File: config.mk
export PLATFORM = sky130hd
export DESIGN_NAME = uc2_serial
export DESIGN_NICKNAME = d
export VERILOG_FILES = /design/src/design/uc2_pkg.sv /design/src/design/uc2_serial.sv
export SDC_FILE = /design/constraint.sdc
export NUM_CORES = 1
export LEC_CHECK = 0
export ABC_AREA = 1
export BUFFER_PORTS_ARGS = -buffer_cell sky130_fd_sc_hd__buf_2
export CAP_MARGIN = 15
export CORE_MARGIN = 2
export CORE_UTILIZATION = 65
export CTS_CLUSTER_DIAMETER = 60
export CTS_CLUSTER_SIZE = 8
export DETAILED_ROUTE_END_ITERATION = 7
export GPL_TIMING_DRIVEN = 1
export MAX_ROUTING_LAYER = met4
export PLACE_DENSITY_LB_ADDON = 0.08
export SKIP_CTS_REPAIR_TIMING = 1
export SYNTH_ARGS = -nofsm -noshare
export SYNTH_HDL_FRONTEND = slang
export SYNTH_SLANG_ARGS = --single-unit
File: constraint.sdc
create_clock -name core_clk -period 12.5 [get_ports core_clk]
set_clock_uncertainty 0.05 [all_clocks]
set_input_delay 3.75 -clock core_clk [delete_from_list [all_inputs] [get_ports core_clk]]
set_output_delay 3.75 -clock core_clk [all_outputs]
set_load 0.01 [all_outputs]
File: src/design/uc2_pkg.sv
`default_nettype none
package uc2_pkg;
  localparam int unsigned DW = 8;
  localparam int unsigned AW = 3;
  localparam logic [AW-1:0] ADDR_BAUD = 3'h0;
  localparam logic [AW-1:0] ADDR_CTRL1 = 3'h1;
  localparam logic [AW-1:0] ADDR_CTRL2 = 3'h2;
  localparam logic [AW-1:0] ADDR_FLAGS = 3'h3;
  localparam logic [AW-1:0] ADDR_DATA = 3'h4;
  localparam logic [AW-1:0] ADDR_ISTAT = 3'h5;
  localparam logic [AW-1:0] ADDR_IMASK = 3'h6;
  localparam logic [DW-1:0] BAUD_RST = 8'h10;
  localparam logic [DW-1:0] CTRL1_RST = 8'h00;
  localparam logic [DW-1:0] CTRL2_RST = 8'h00;
  localparam logic [DW-1:0] IMASK_RST = 8'h00;
  localparam logic [DW-1:0] ZERO8 = 8'h00;
  localparam logic [DW-1:0] ONE8 = 8'h01;
  // Fields of the first control register.
  localparam int unsigned C1_LOOP = 7;
  localparam int unsigned C1_RX_SOURCE_SEL = 5;
  localparam int unsigned C1_NINE = 4;
  localparam int unsigned C1_ROUSE = 3;
  localparam int unsigned C1_LBRK = 2;
  localparam int unsigned C1_DIR = 1;
  localparam int unsigned C1_T8 = 0;
  // Flag vector order, also the order of the enable and status bits.
  localparam int unsigned NFLAG = 4;
  localparam int unsigned FL_TXE = 3;
  localparam int unsigned FL_TC = 2;
  localparam int unsigned FL_RXF = 1;
  localparam int unsigned FL_QUIET = 0;
  // Both transmit flags stand high out of reset; the other two stand low.
  localparam logic [NFLAG-1:0] FLAGS_RST = 4'hc;
  // Bit counts of a character, a break and an idle character.
  localparam logic [3:0] DATA_LAST8 = 4'h7;
  localparam logic [3:0] DATA_LAST9 = 4'h8;
  localparam logic [3:0] FRAME8 = 4'ha;
  localparam logic [3:0] BRK_SHORT = 4'ha;
  localparam logic [3:0] BRK_LONG = 4'hd;
  localparam logic [3:0] CNT_ONE = 4'h1;
  localparam logic [3:0] CNT_ZERO = 4'h0;
  typedef struct packed {
    logic tx_empty_irq_on;
    logic tx_done_irq_on;
    logic rx_full_irq_on;
    logic line_quiet_irq_on;
    logic xmit_on;
    logic rcv_on;
    logic rx_standby;
    logic queue_break;
  } uc2_ctrl2_t;
  typedef struct packed {
    logic oe;
    logic level;
  } uc2_pin_t;
  typedef enum logic [2:0] {
    TX_IDLE = 3'b000,
    TX_START = 3'b001,
    TX_DATA = 3'b011,
    TX_STOP = 3'b010,
    TX_BREAK = 3'b110,
    TX_PREAM = 3'b111
  } uc2_tx_state_t;
  typedef enum logic [1:0] {
    RX_IDLE = 2'b00,
    RX_START = 2'b01,
    RX_DATA = 2'b11,
    RX_STOP = 2'b10
  } uc2_rx_state_t;
endpackage
`default_nettype wire

File: src/design/uc2_serial.sv
// Operation
// RQ1: Transmit-buffer-empty flag requests an interrupt only while its enable bit 7 is set; here irq_stat bit 3 with irq_mask bit 7 also raises irq.
// RQ2: Transmission-done flag requests an interrupt only while enable bit 6 is set; here irq_stat bit 2 with irq_mask bit 6 also raises irq.
// RQ3: Receive-full flag requests an interrupt only while enable bit 5 is set; here irq_stat bit 1 with irq_mask bit 5 also raises irq.
// RQ4: Idle-line flag requests an interrupt only while enable bit 4 is set; here irq_stat bit 0 with irq_mask bit 4 also raises irq.
// RQ5: Bit 3 turns the transmitter on and makes the serial output pin ours.
// RQ6: In single-wire mode the direction bit decides whether the line is driven.
// RQ7: Writing transmit enable 0 then 1 queues one idle character.
// RQ8: Output pin stays owned until pending data, idle and break finish; here a character still waiting in tx_hold is not waited for.
// RQ9: Bit 2 turns the receiver on; when off, the input pin is released.
// RQ10: Loopback releases the serial input pin even with the receiver on.
// RQ11: Software sets standby; hardware clears it on the chosen wakeup condition.
// RQ12: Wakeup is idle line for method 0, character MSB one for method 1.
// RQ13: Writing queue-break 1 then 0 sends one break character.
// RQ14: Break is 10/11 bit times low, 13/14 when long; repeats while set.
// RQ15: A second break may go out before software clears the bit.
// RQ16: The control register is readable and writable at any time.
// RQ17: Nine-bit mode adds a ninth data bit after eight LSB-first bits.
// RQ18: Loopback with receiver source set joins output pin, transmitter and receiver.
// RQ19: One interrupt output is high while any enabled flag is set.
//
// Chosen here: the address map and the strobed register port.
`timescale 1ns/10ps
`default_nettype none
module uc2_serial (
  input wire logic core_clk,
  input wire logic reset,
  input wire logic clk_en,
  input wire logic [uc2_pkg::AW-1:0] reg_addr,
  input wire logic [uc2_pkg::DW-1:0] reg_wdata,
  input wire logic reg_wr,
  input wire logic reg_rd,
  output logic [uc2_pkg::DW-1:0] reg_rdata,
  output var uc2_pkg::uc2_pin_t serial_out,
  input wire logic serial_out_in,
  input wire logic serial_in_pin,
  output logic tx_pin_owned,
  output logic rx_pin_owned,
  output logic irq
);
  import uc2_pkg::*;

  function automatic logic hit(input logic [AW-1:0] a, input logic [AW-1:0] k);
    hit = (a == k);
  endfunction

  function automatic logic [3:0] data_last(input logic nine);
    data_last = nine ? DATA_LAST9 : DATA_LAST8;
  endfunction

  function automatic logic [3:0] frame_len(input logic nine);
    frame_len = FRAME8 + {3'b000, nine};
  endfunction

  logic [DW-1:0] baud_div;
  logic [DW-1:0] ctrl1;
  uc2_ctrl2_t ctrl2;
  logic [NFLAG-1:0] irq_stat;
  logic [DW-1:0] irq_mask;
  logic [1:0] sync_in;
  logic [1:0] sync_out;
  uc2_tx_state_t tx_state;
  logic [3:0] tx_cnt;
  logic [8:0] tx_shift;
  logic [8:0] tx_hold;
  logic hold_full;
  logic tx_line;
  logic [DW-1:0] tx_div;
  logic break_pend;
  logic idle_pend;
  uc2_rx_state_t rx_state;
  logic [3:0] rx_cnt;
  logic [8:0] rx_shift;
  logic [DW-1:0] rx_div;
  logic [DW-1:0] rx_data;
  logic rx_bit8;
  logic rx_full;
  logic line_quiet;
  logic quiet_armed;
  logic [3:0] idle_cnt;
  logic [NFLAG-1:0] flags_q;

  logic loop_sel;
  logic one_wire;
  logic nine;
  logic wr_ctrl2;
  logic rd_data;
  logic tx_tick;
  logic rx_tick;
  logic tx_idle;
  logic break_start;
  logic idle_start;
  logic tx_load;
  logic rx_line;
  logic rx_done;
  logic rx_accept;
  logic quiet_hit;
  logic wake;
  logic [NFLAG-1:0] flags;
  logic [NFLAG-1:0] enables;
  logic next_tx_owned;

  assign loop_sel = ctrl1[C1_LOOP];
  assign one_wire = ctrl1[C1_LOOP] & ctrl1[C1_RX_SOURCE_SEL];
  assign nine = ctrl1[C1_NINE];
  assign wr_ctrl2 = reg_wr & hit(reg_addr, ADDR_CTRL2);
  assign rd_data = reg_rd & hit(reg_addr, ADDR_DATA);
  assign tx_idle = (tx_state == TX_IDLE);
  assign flags[FL_TXE] = ~hold_full;
  assign flags[FL_TC] = ~hold_full & tx_idle & ~break_pend & ~idle_pend & ~ctrl2.queue_break;
  assign flags[FL_RXF] = rx_full;
  assign flags[FL_QUIET] = line_quiet;
  assign enables = {ctrl2.tx_empty_irq_on, ctrl2.tx_done_irq_on,
                    ctrl2.rx_full_irq_on, ctrl2.line_quiet_irq_on};

  ////////////////////////////////////////////////////////////////////////////////
  // Register port. Reads answer in the next cycle only and show zero otherwise.

  always_ff @(posedge core_clk or posedge reset)
  begin
    if (reset)
    begin
      baud_div <= BAUD_RST;
      ctrl1 <= CTRL1_RST;
      irq_mask <= IMASK_RST;
    end
    else if (clk_en && reg_wr)
    begin
      if (hit(reg_addr, ADDR_BAUD))
        baud_div <= reg_wdata;
      if (hit(reg_addr, ADDR_CTRL1))
        ctrl1 <= reg_wdata;
      if (hit(reg_addr, ADDR_IMASK))
        irq_mask <= reg_wdata;
    end
  end

  // A software write wins over the wakeup clear so a fresh standby request is never lost.
  always_ff @(posedge core_clk or posedge reset)
  begin
    if (reset)
      ctrl2 <= uc2_ctrl2_t'(CTRL2_RST);
    else if (clk_en)
    begin
      if (wr_ctrl2)
        ctrl2 <= uc2_ctrl2_t'(reg_wdata); // RQ16
      else if (wake)
        ctrl2.rx_standby <= 1'b0; // RQ11
    end
  end

  always_ff @(posedge core_clk or posedge reset)
  begin
    if (reset)
      reg_rdata <= ZERO8;
    else if (clk_en)
    begin
      if (!reg_rd)
        reg_rdata <= ZERO8;
      else
        case (reg_addr)
          ADDR_BAUD: reg_rdata <= baud_div;
          ADDR_CTRL1: reg_rdata <= ctrl1;
          ADDR_CTRL2: reg_rdata <= ctrl2; // RQ16
          ADDR_FLAGS: reg_rdata <= {flags, 3'b000, rx_bit8};
          ADDR_DATA: reg_rdata <= rx_data;
          ADDR_ISTAT: reg_rdata <= {irq_stat, 4'h0};
          ADDR_IMASK: reg_rdata <= irq_mask;
          default: reg_rdata <= ZERO8;
        endcase
    end
  end

  ////////////////////////////////////////////////////////////////////////////////
  // Interrupts: level requests from the enabled flags plus sticky edge events.

  always_ff @(posedge core_clk or posedge reset)
  begin
    if (reset)
      flags_q <= FLAGS_RST;
    else if (clk_en)
      flags_q <= flags;
  end

  genvar gi;
  generate
    for (gi = 0; gi < NFLAG; gi++)
    begin : g_stat
      always_ff @(posedge core_clk or posedge reset)
      begin
        if (reset)
          irq_stat[gi] <= 1'b0;
        else if (clk_en)
        begin
          if (flags[gi] && !flags_q[gi])
            irq_stat[gi] <= 1'b1;
          else if (reg_wr && hit(reg_addr, ADDR_ISTAT) && reg_wdata[gi + NFLAG])
            irq_stat[gi] <= 1'b0;
        end
      end
    end
  endgenerate

  always_ff @(posedge core_clk or posedge reset)
  begin
    if (reset)
      irq <= 1'b0;
    else if (clk_en)
      irq <= (|(enables & flags)) | (|(irq_stat & irq_mask[DW-1:NFLAG])); // RQ1 RQ2 RQ3 RQ4 RQ19
  end

  ////////////////////////////////////////////////////////////////////////////////
  // Pin inputs and receiver source selection.

  always_ff @(posedge core_clk or posedge reset)
  begin
    if (reset)
    begin
      sync_in <= 2'b11;
      sync_out <= 2'b11;
    end
    else if (clk_en)
    begin
      sync_in <= {sync_in[0], serial_in_pin};
      sync_out <= {sync_out[0], serial_out_in};
    end
  end

  // While the single line is driven the receiver hears its own transmitter.
  always_comb
  begin
    if (!loop_sel)
      rx_line = sync_in[1];
    else if (one_wire && !ctrl1[C1_DIR])
      rx_line = sync_out[1]; // RQ6 RQ18
    else
      rx_line = tx_line; // RQ18
  end

  ////////////////////////////////////////////////////////////////////////////////
  // Transmitter. Breaks go first, then a queued idle, then buffered data.

  assign tx_tick = (baud_div != ZERO8) && (tx_div == baud_div - ONE8);
  assign break_start = tx_tick & tx_idle & (break_pend | ctrl2.queue_break); // RQ13 RQ14 RQ15
  assign idle_start = tx_tick & tx_idle & ~break_start & idle_pend; // RQ7
  assign tx_load = tx_tick & tx_idle & ~break_start & ~idle_pend & hold_full & ctrl2.xmit_on; // RQ5

  always_ff @(posedge core_clk or posedge reset)
  begin
    if (reset)
      tx_div <= ZERO8;
    else if (clk_en)
      tx_div <= tx_tick ? ZERO8 : tx_div + ONE8;
  end

  always_ff @(posedge core_clk or posedge reset)
  begin
    if (reset)
    begin
      break_pend <= 1'b0;
      idle_pend <= 1'b0;
    end
    else if (clk_en)
    begin
      if (wr_ctrl2 && reg_wdata[0] && !ctrl2.queue_break)
        break_pend <= 1'b1; // RQ13
      else if (break_start)
        break_pend <= 1'b0;
      if (wr_ctrl2 && reg_wdata[3] && !ctrl2.xmit_on)
        idle_pend <= 1'b1; // RQ7
      else if (idle_start)
        idle_pend <= 1'b0;
    end
  end

  always_ff @(posedge core_clk or posedge reset)
  begin
    if (reset)
    begin
      hold_full <= 1'b0;
      tx_hold <= 9'h000;
    end
    else if (clk_en)
    begin
      if (reg_wr && hit(reg_addr, ADDR_DATA))
      begin
        hold_full <= 1'b1;
        tx_hold <= {ctrl1[C1_T8], reg_wdata}; // RQ17
      end
      else if (tx_load)
        hold_full <= 1'b0;
    end
  end

  always_ff @(posedge core_clk or posedge reset)
  begin
    if (reset)
    begin
      tx_state <= TX_IDLE;
      tx_cnt <= CNT_ZERO;
      tx_shift <= 9'h000;
      tx_line <= 1'b1;
    end
    else if (clk_en && tx_tick)
    begin
      case (tx_state)
        TX_IDLE:
        begin
          tx_line <= ~(break_start | tx_load);
          if (break_start)
          begin
            tx_state <= TX_BREAK;
            tx_cnt <= (ctrl1[C1_LBRK] ? BRK_LONG : BRK_SHORT) + {3'b000, nine} - CNT_ONE; // RQ14
          end
          else if (idle_start)
          begin
            tx_state <= TX_PREAM;
            tx_cnt <= frame_len(nine) - CNT_ONE;
          end
          else if (tx_load)
          begin
            tx_state <= TX_START;
            tx_shift <= tx_hold;
          end
        end
        TX_START:
        begin
          tx_state <= TX_DATA;
          tx_line <= tx_shift[0];
          tx_cnt <= data_last(nine); // RQ17
        end
        TX_DATA:
        begin
          if (tx_cnt == CNT_ZERO)
          begin
            tx_state <= TX_STOP;
            tx_line <= 1'b1;
          end
          else
          begin
            tx_shift <= {1'b0, tx_shift[8:1]};
            tx_line <= tx_shift[1];
            tx_cnt <= tx_cnt - CNT_ONE;
          end
        end
        TX_STOP, TX_BREAK, TX_PREAM:
        begin
          if (tx_cnt == CNT_ZERO)
          begin
            tx_state <= TX_IDLE;
            tx_line <= 1'b1;
          end
          else
            tx_cnt <= tx_cnt - CNT_ONE;
        end
        default:
        begin
          tx_state <= TX_IDLE;
          tx_line <= 1'b1;
        end
      endcase
    end
  end

  // Ownership outlives the enable until the shifter is idle and no break or idle is pending; a character still in tx_hold is not waited for.
  assign next_tx_owned = ctrl2.xmit_on | ~tx_idle | break_pend | idle_pend; // RQ5 RQ8

  always_ff @(posedge core_clk or posedge reset)
  begin
    if (reset)
    begin
      tx_pin_owned <= 1'b0;
      serial_out <= '{oe: 1'b0, level: 1'b1};
      rx_pin_owned <= 1'b0;
    end
    else if (clk_en)
    begin
      tx_pin_owned <= next_tx_owned; // RQ8
      serial_out.oe <= next_tx_owned & ~(one_wire & ~ctrl1[C1_DIR]); // RQ5 RQ6
      serial_out.level <= tx_line;
      rx_pin_owned <= ctrl2.rcv_on & ~loop_sel; // RQ9 RQ10
    end
  end

  ////////////////////////////////////////////////////////////////////////////////
  // Receiver. Samples mid-bit; the start bit is checked once more before data.

  assign rx_tick = (baud_div != ZERO8) && (rx_div == ZERO8);
  assign rx_done = rx_tick & (rx_state == RX_STOP);
  // The MSB of either character size lands in bit 8 of the shifter.
  assign rx_accept = rx_done & rx_line & (~ctrl2.rx_standby | (ctrl1[C1_ROUSE] & rx_shift[8]));
  assign quiet_hit = rx_tick & (rx_state == RX_IDLE) & rx_line &
                     (idle_cnt == frame_len(nine) - CNT_ONE);
  assign wake = ctrl2.rx_standby & (ctrl1[C1_ROUSE] ? (rx_done & rx_shift[8]) : quiet_hit); // RQ12

  always_ff @(posedge core_clk or posedge reset)
  begin
    if (reset)
      rx_div <= ZERO8;
    else if (clk_en)
    begin
      if (rx_state == RX_IDLE && !rx_line && ctrl2.rcv_on)
        rx_div <= {1'b0, baud_div[DW-1:1]};
      else if (rx_tick)
        rx_div <= baud_div - ONE8;
      else if (rx_div != ZERO8)
        rx_div <= rx_div - ONE8;
    end
  end

  always_ff @(posedge core_clk or posedge reset)
  begin
    if (reset)
    begin
      rx_state <= RX_IDLE;
      rx_cnt <= CNT_ZERO;
      rx_shift <= 9'h000;
    end
    else if (clk_en)
    begin
      case (rx_state)
        RX_IDLE:
          if (!rx_line && ctrl2.rcv_on) // RQ9
            rx_state <= RX_START;
        RX_START:
          if (rx_tick)
          begin
            rx_state <= rx_line ? RX_IDLE : RX_DATA;
            rx_cnt <= data_last(nine); // RQ17
          end
        RX_DATA:
          if (rx_tick)
          begin
            rx_shift <= {rx_line, rx_shift[8:1]};
            rx_cnt <= rx_cnt - CNT_ONE;
            if (rx_cnt == CNT_ZERO)
              rx_state <= RX_STOP;
          end
        RX_STOP:
          if (rx_tick)
            rx_state <= RX_IDLE;
        default:
          rx_state <= RX_IDLE;
      endcase
    end
  end

  always_ff @(posedge core_clk or posedge reset)
  begin
    if (reset)
    begin
      rx_data <= ZERO8;
      rx_bit8 <= 1'b0;
    end
    else if (clk_en && rx_accept)
    begin
      rx_data <= nine ? rx_shift[7:0] : rx_shift[8:1]; // RQ17
      rx_bit8 <= nine & rx_shift[8];
    end
  end

  // Flags set by hardware win over the clearing data read in the same cycle.
  always_ff @(posedge core_clk or posedge reset)
  begin
    if (reset)
    begin
      rx_full <= 1'b0;
      line_quiet <= 1'b0;
      quiet_armed <= 1'b0;
      idle_cnt <= CNT_ZERO;
    end
    else if (clk_en)
    begin
      if (rx_accept)
        rx_full <= 1'b1;
      else if (rd_data)
        rx_full <= 1'b0;
      if (quiet_hit && quiet_armed && !ctrl2.rx_standby)
        line_quiet <= 1'b1;
      else if (rd_data)
        line_quiet <= 1'b0;
      if (rx_accept)
        quiet_armed <= 1'b1;
      else if (quiet_hit)
        quiet_armed <= 1'b0;
      if (!rx_line || rx_state != RX_IDLE)
        idle_cnt <= CNT_ZERO;
      else if (rx_tick && idle_cnt != frame_len(nine))
        idle_cnt <= idle_cnt + CNT_ONE;
    end
  end
endmodule
`default_nettype wire

==> flow_summary_export.csv <==
group,metric,value,unit
status,status,"finished, final reports clean",
synthesis,ys_types,49,
route,drt-initial-drc-count,556,
route,drc_errors,0,
sta,min_period_over_period,43.8,%
worst_setup_path,cp_max_fo,30,
power,p_leak,3.97,nW
grt,grt_max_degree,70,
synthesis,avgSynthCellArea,7.69,um2
grt,grt_overflow,0,
worst_setup_path,end_kind,"flop",
grt,grtUsageTotal,34.5,%
worst_setup_path,crit_top_cell,"inv_1",
worst_setup_path,cp.required,12.89,ns
power,powerDensity,191,mW/mm2
sta,period_needed,5.47,ns
clock_tree,clock_sinks,133,
layout,syn_to_final_growth,12.2,%
clock_tree,clock_latency,0.53,ns
layout,layout.cells.non_filler,1092,
route,dr.pass1.iters,6,
floorplan,chipHeight,108,um
synthesis,netlist_instances,915,
synthesis,ys_ff_latch,133,
floorplan,ios,31,
layout,drive_gt1_share,10.6,%
route,vias,6476,
sta,drv_slew,0,
placement,dp_hpwl,13000,um
layout,diodes,0,
clock_tree,htreeDepth,4,
layout,layout_commonest_cell,"nand2_1",
worst_setup_path,crit_path_top_delay_cell,"nor2_1",
synthesis,syn_area,0.00704,mm2
sta,max_slew_margin,33.0,%
floorplan,initial_core_util,67.6,%
route,final_antenna_net_count,0,
run,cap_violations,0,
power,ir_worst_vdd,0.205,mV
synthesis,synth-edff-count,0,
placement,post_dp_cell_area,0.00728,mm2
worst_setup_path,path_cells,"buf_2 -> inv_1 -> buf_4 -> nor2_1 -> inv_1 -> nor2_1 -> inv_1 -> o21ai_0",
floorplan,dieArea,0.0117,mm2
floorplan,core-area,0.0104,mm2
sta,max_freq,183,MHz
worst_setup_path,crit_type,"input pin to flop",
synthesis,ys_async_sr_fraction,100,%
layout,post-route-util,75.9,%
floorplan,die_w,108,um
grt,grt_pass1_vias,6246,
clock_tree,clk_pin_slew,0.06,ns
grt,grt_pass1_wl,30000,um
clock_tree,root_buffer,"clkbuf_8",
placement,gp_congestion,0.989,
layout,fill_cells,771,
sta,fin_tns_setup,0,ns
sta,holdWs,0.413,ns
sta,setup_viol,0,
worst_setup_path,path_buf_inv,5,
synthesis,seq_area_frac_synth,47.4,%
synthesis,yosysWarnings,0,
grt,antenna_found_initial,0,
worst_setup_path,cp-start-kind,"input pin",
layout,finalNetCount,971,
floorplan,rows,37,
layout,final_cell_area,0.00790,mm2
worst_setup_path,max_stage_delay,0.56,ns
hold_path,hold_class,"flop to flop",
synthesis,syn_nets,943,
sta,rsz0062_at_grt,"false",
route,avgRoutedWirePerCell,16.6,um
clock_tree,cts_buffer_depth,2,
clock_tree,cts_tree,"built",
sta,worst_pin_slew,1.00,ns
synthesis,synth-main-ff-cell,"dfrtp_1",
worst_setup_path,cp.arrival,5.86,ns
route,via_per_inst,5.93,
placement,dp.cells,1060,
clock_tree,numCtsBuffers,17,
placement,io_buffers,30,
sta,hold_viol,0,
layout,final_cell_mix,"259 x nand2_1, 124 x dfrtp_1, 116 x inv_1, 116 x o21ai_0, 68 x nor2_1",
route,drt_wl_total,18100,um
worst_setup_path,path_delay_family,"buffers and inverters",
## area by class of cell
class	instances	area, um2	area share, %
Sequential cell	133	3340	42.3
Multi-Input combinational cell	636	3140	39.7
Inverter	123	464	5.87
Clock buffer	18	428	5.42
Clock inverter	14	198	2.50
Tap cell	136	170	2.15
Timing Repair Buffer	32	165	2.09
## state kept, by name (all words and copies together) (netlist names), 3 cells and up
name       count
tx_hold        9
irq_stat       4
flags_q        4
tx_cnt         4
tx_div         8
rx_cnt         4
baud_div       8
ctrl2          8
rx_data        8
tx_state       3
irq_mask       8
reg_rdata      8
rx_div         8
tx_shift       9
ctrl1          8
idle_cnt       4
rx_shift       9
## cell families (layout without fill, tap and decap cells)
logic type      after synthesis  after routing  share of synthesized area, %
mux                           1              1                         0.142
fa+ha+maj                    10             10                          1.78
flops                       133            133                          47.4
simple gates                434            434                          26.6
xor+xnor                     11             11                          1.37
buf+inv                     146            187                          8.00
compound gates              180            180                          14.7
## routing by layer
layer | track usage (%) | share of wire [%]
met3 | 8.38 | 7.6
met4 | 11.3 | 2.6
met5 | - | 0
met2 | 54.6 | 48
met1 | 44.0 | 42
## through the flow
stage	power, mW	worst slack [ns]
after global routing	1.60	6.78
after global placement	0.963	6.73
after floorplan	0.871	5.16
after CTS	1.51	7.07
after detailed placement	0.981	6.53
final	1.51	7.03
## path summary, 6_finish.rpt
| kind | from | to | slack [ns] | cells after the start |
|---|---|---|---|---|
| worst max-delay path | clk_en | rx_shift[1] | 7.03 | 8 |
| worst min-delay path | sync_out[0] | sync_out[0] | 0.41 | 2 |
| worst max register to register | rx_div[0] | rx_shift[1] | 9.50 | 10 |
| worst min register to register | sync_out[0] | sync_out[0] | 0.41 | 2 |
| max in group asynchronous | reset | serial_out[1] | 7.72 | 3 |
| min in group asynchronous | reset | rx_div[6] | 3.32 | 2 |
## cell usage after synthesis, types with 4 or more instances
master	n	area (um2)
nand2_1	259	972
dfrtp_1	124	3100
inv_1	117	439
o21ai_0	116	581
nor2_1	68	255
nand3_1	56	280
a21oi_1	14	70.1
clkbuf_1	14	52.6
nand4_1	12	75.1
nor3_1	12	60.1
o22ai_1	12	75.1
ha_1	10	125
dfstp_2	9	236
xor2_1	9	78.8
a221oi_1	6	52.6
buf_2	6	30.0
nor2_2	6	37.5
nor2_4	5	56.3
nor4_1	4	25.0
o31ai_1	4	30.0
## worst min-delay path, stage by stage (launching register included)
cell	delay, ns
dfstp_2	0.37
nand2_1	0.05
nand2_1	0.04
## report_power, final
group,switching (mW),leakage (nW),internal (mW)
Clock,0.196,0.303,0.332
Combinational,0.241,2.01,0.130
Sequential,0.0859,1.66,0.527
No activity file was read; power rests on OpenSTA's default activity.
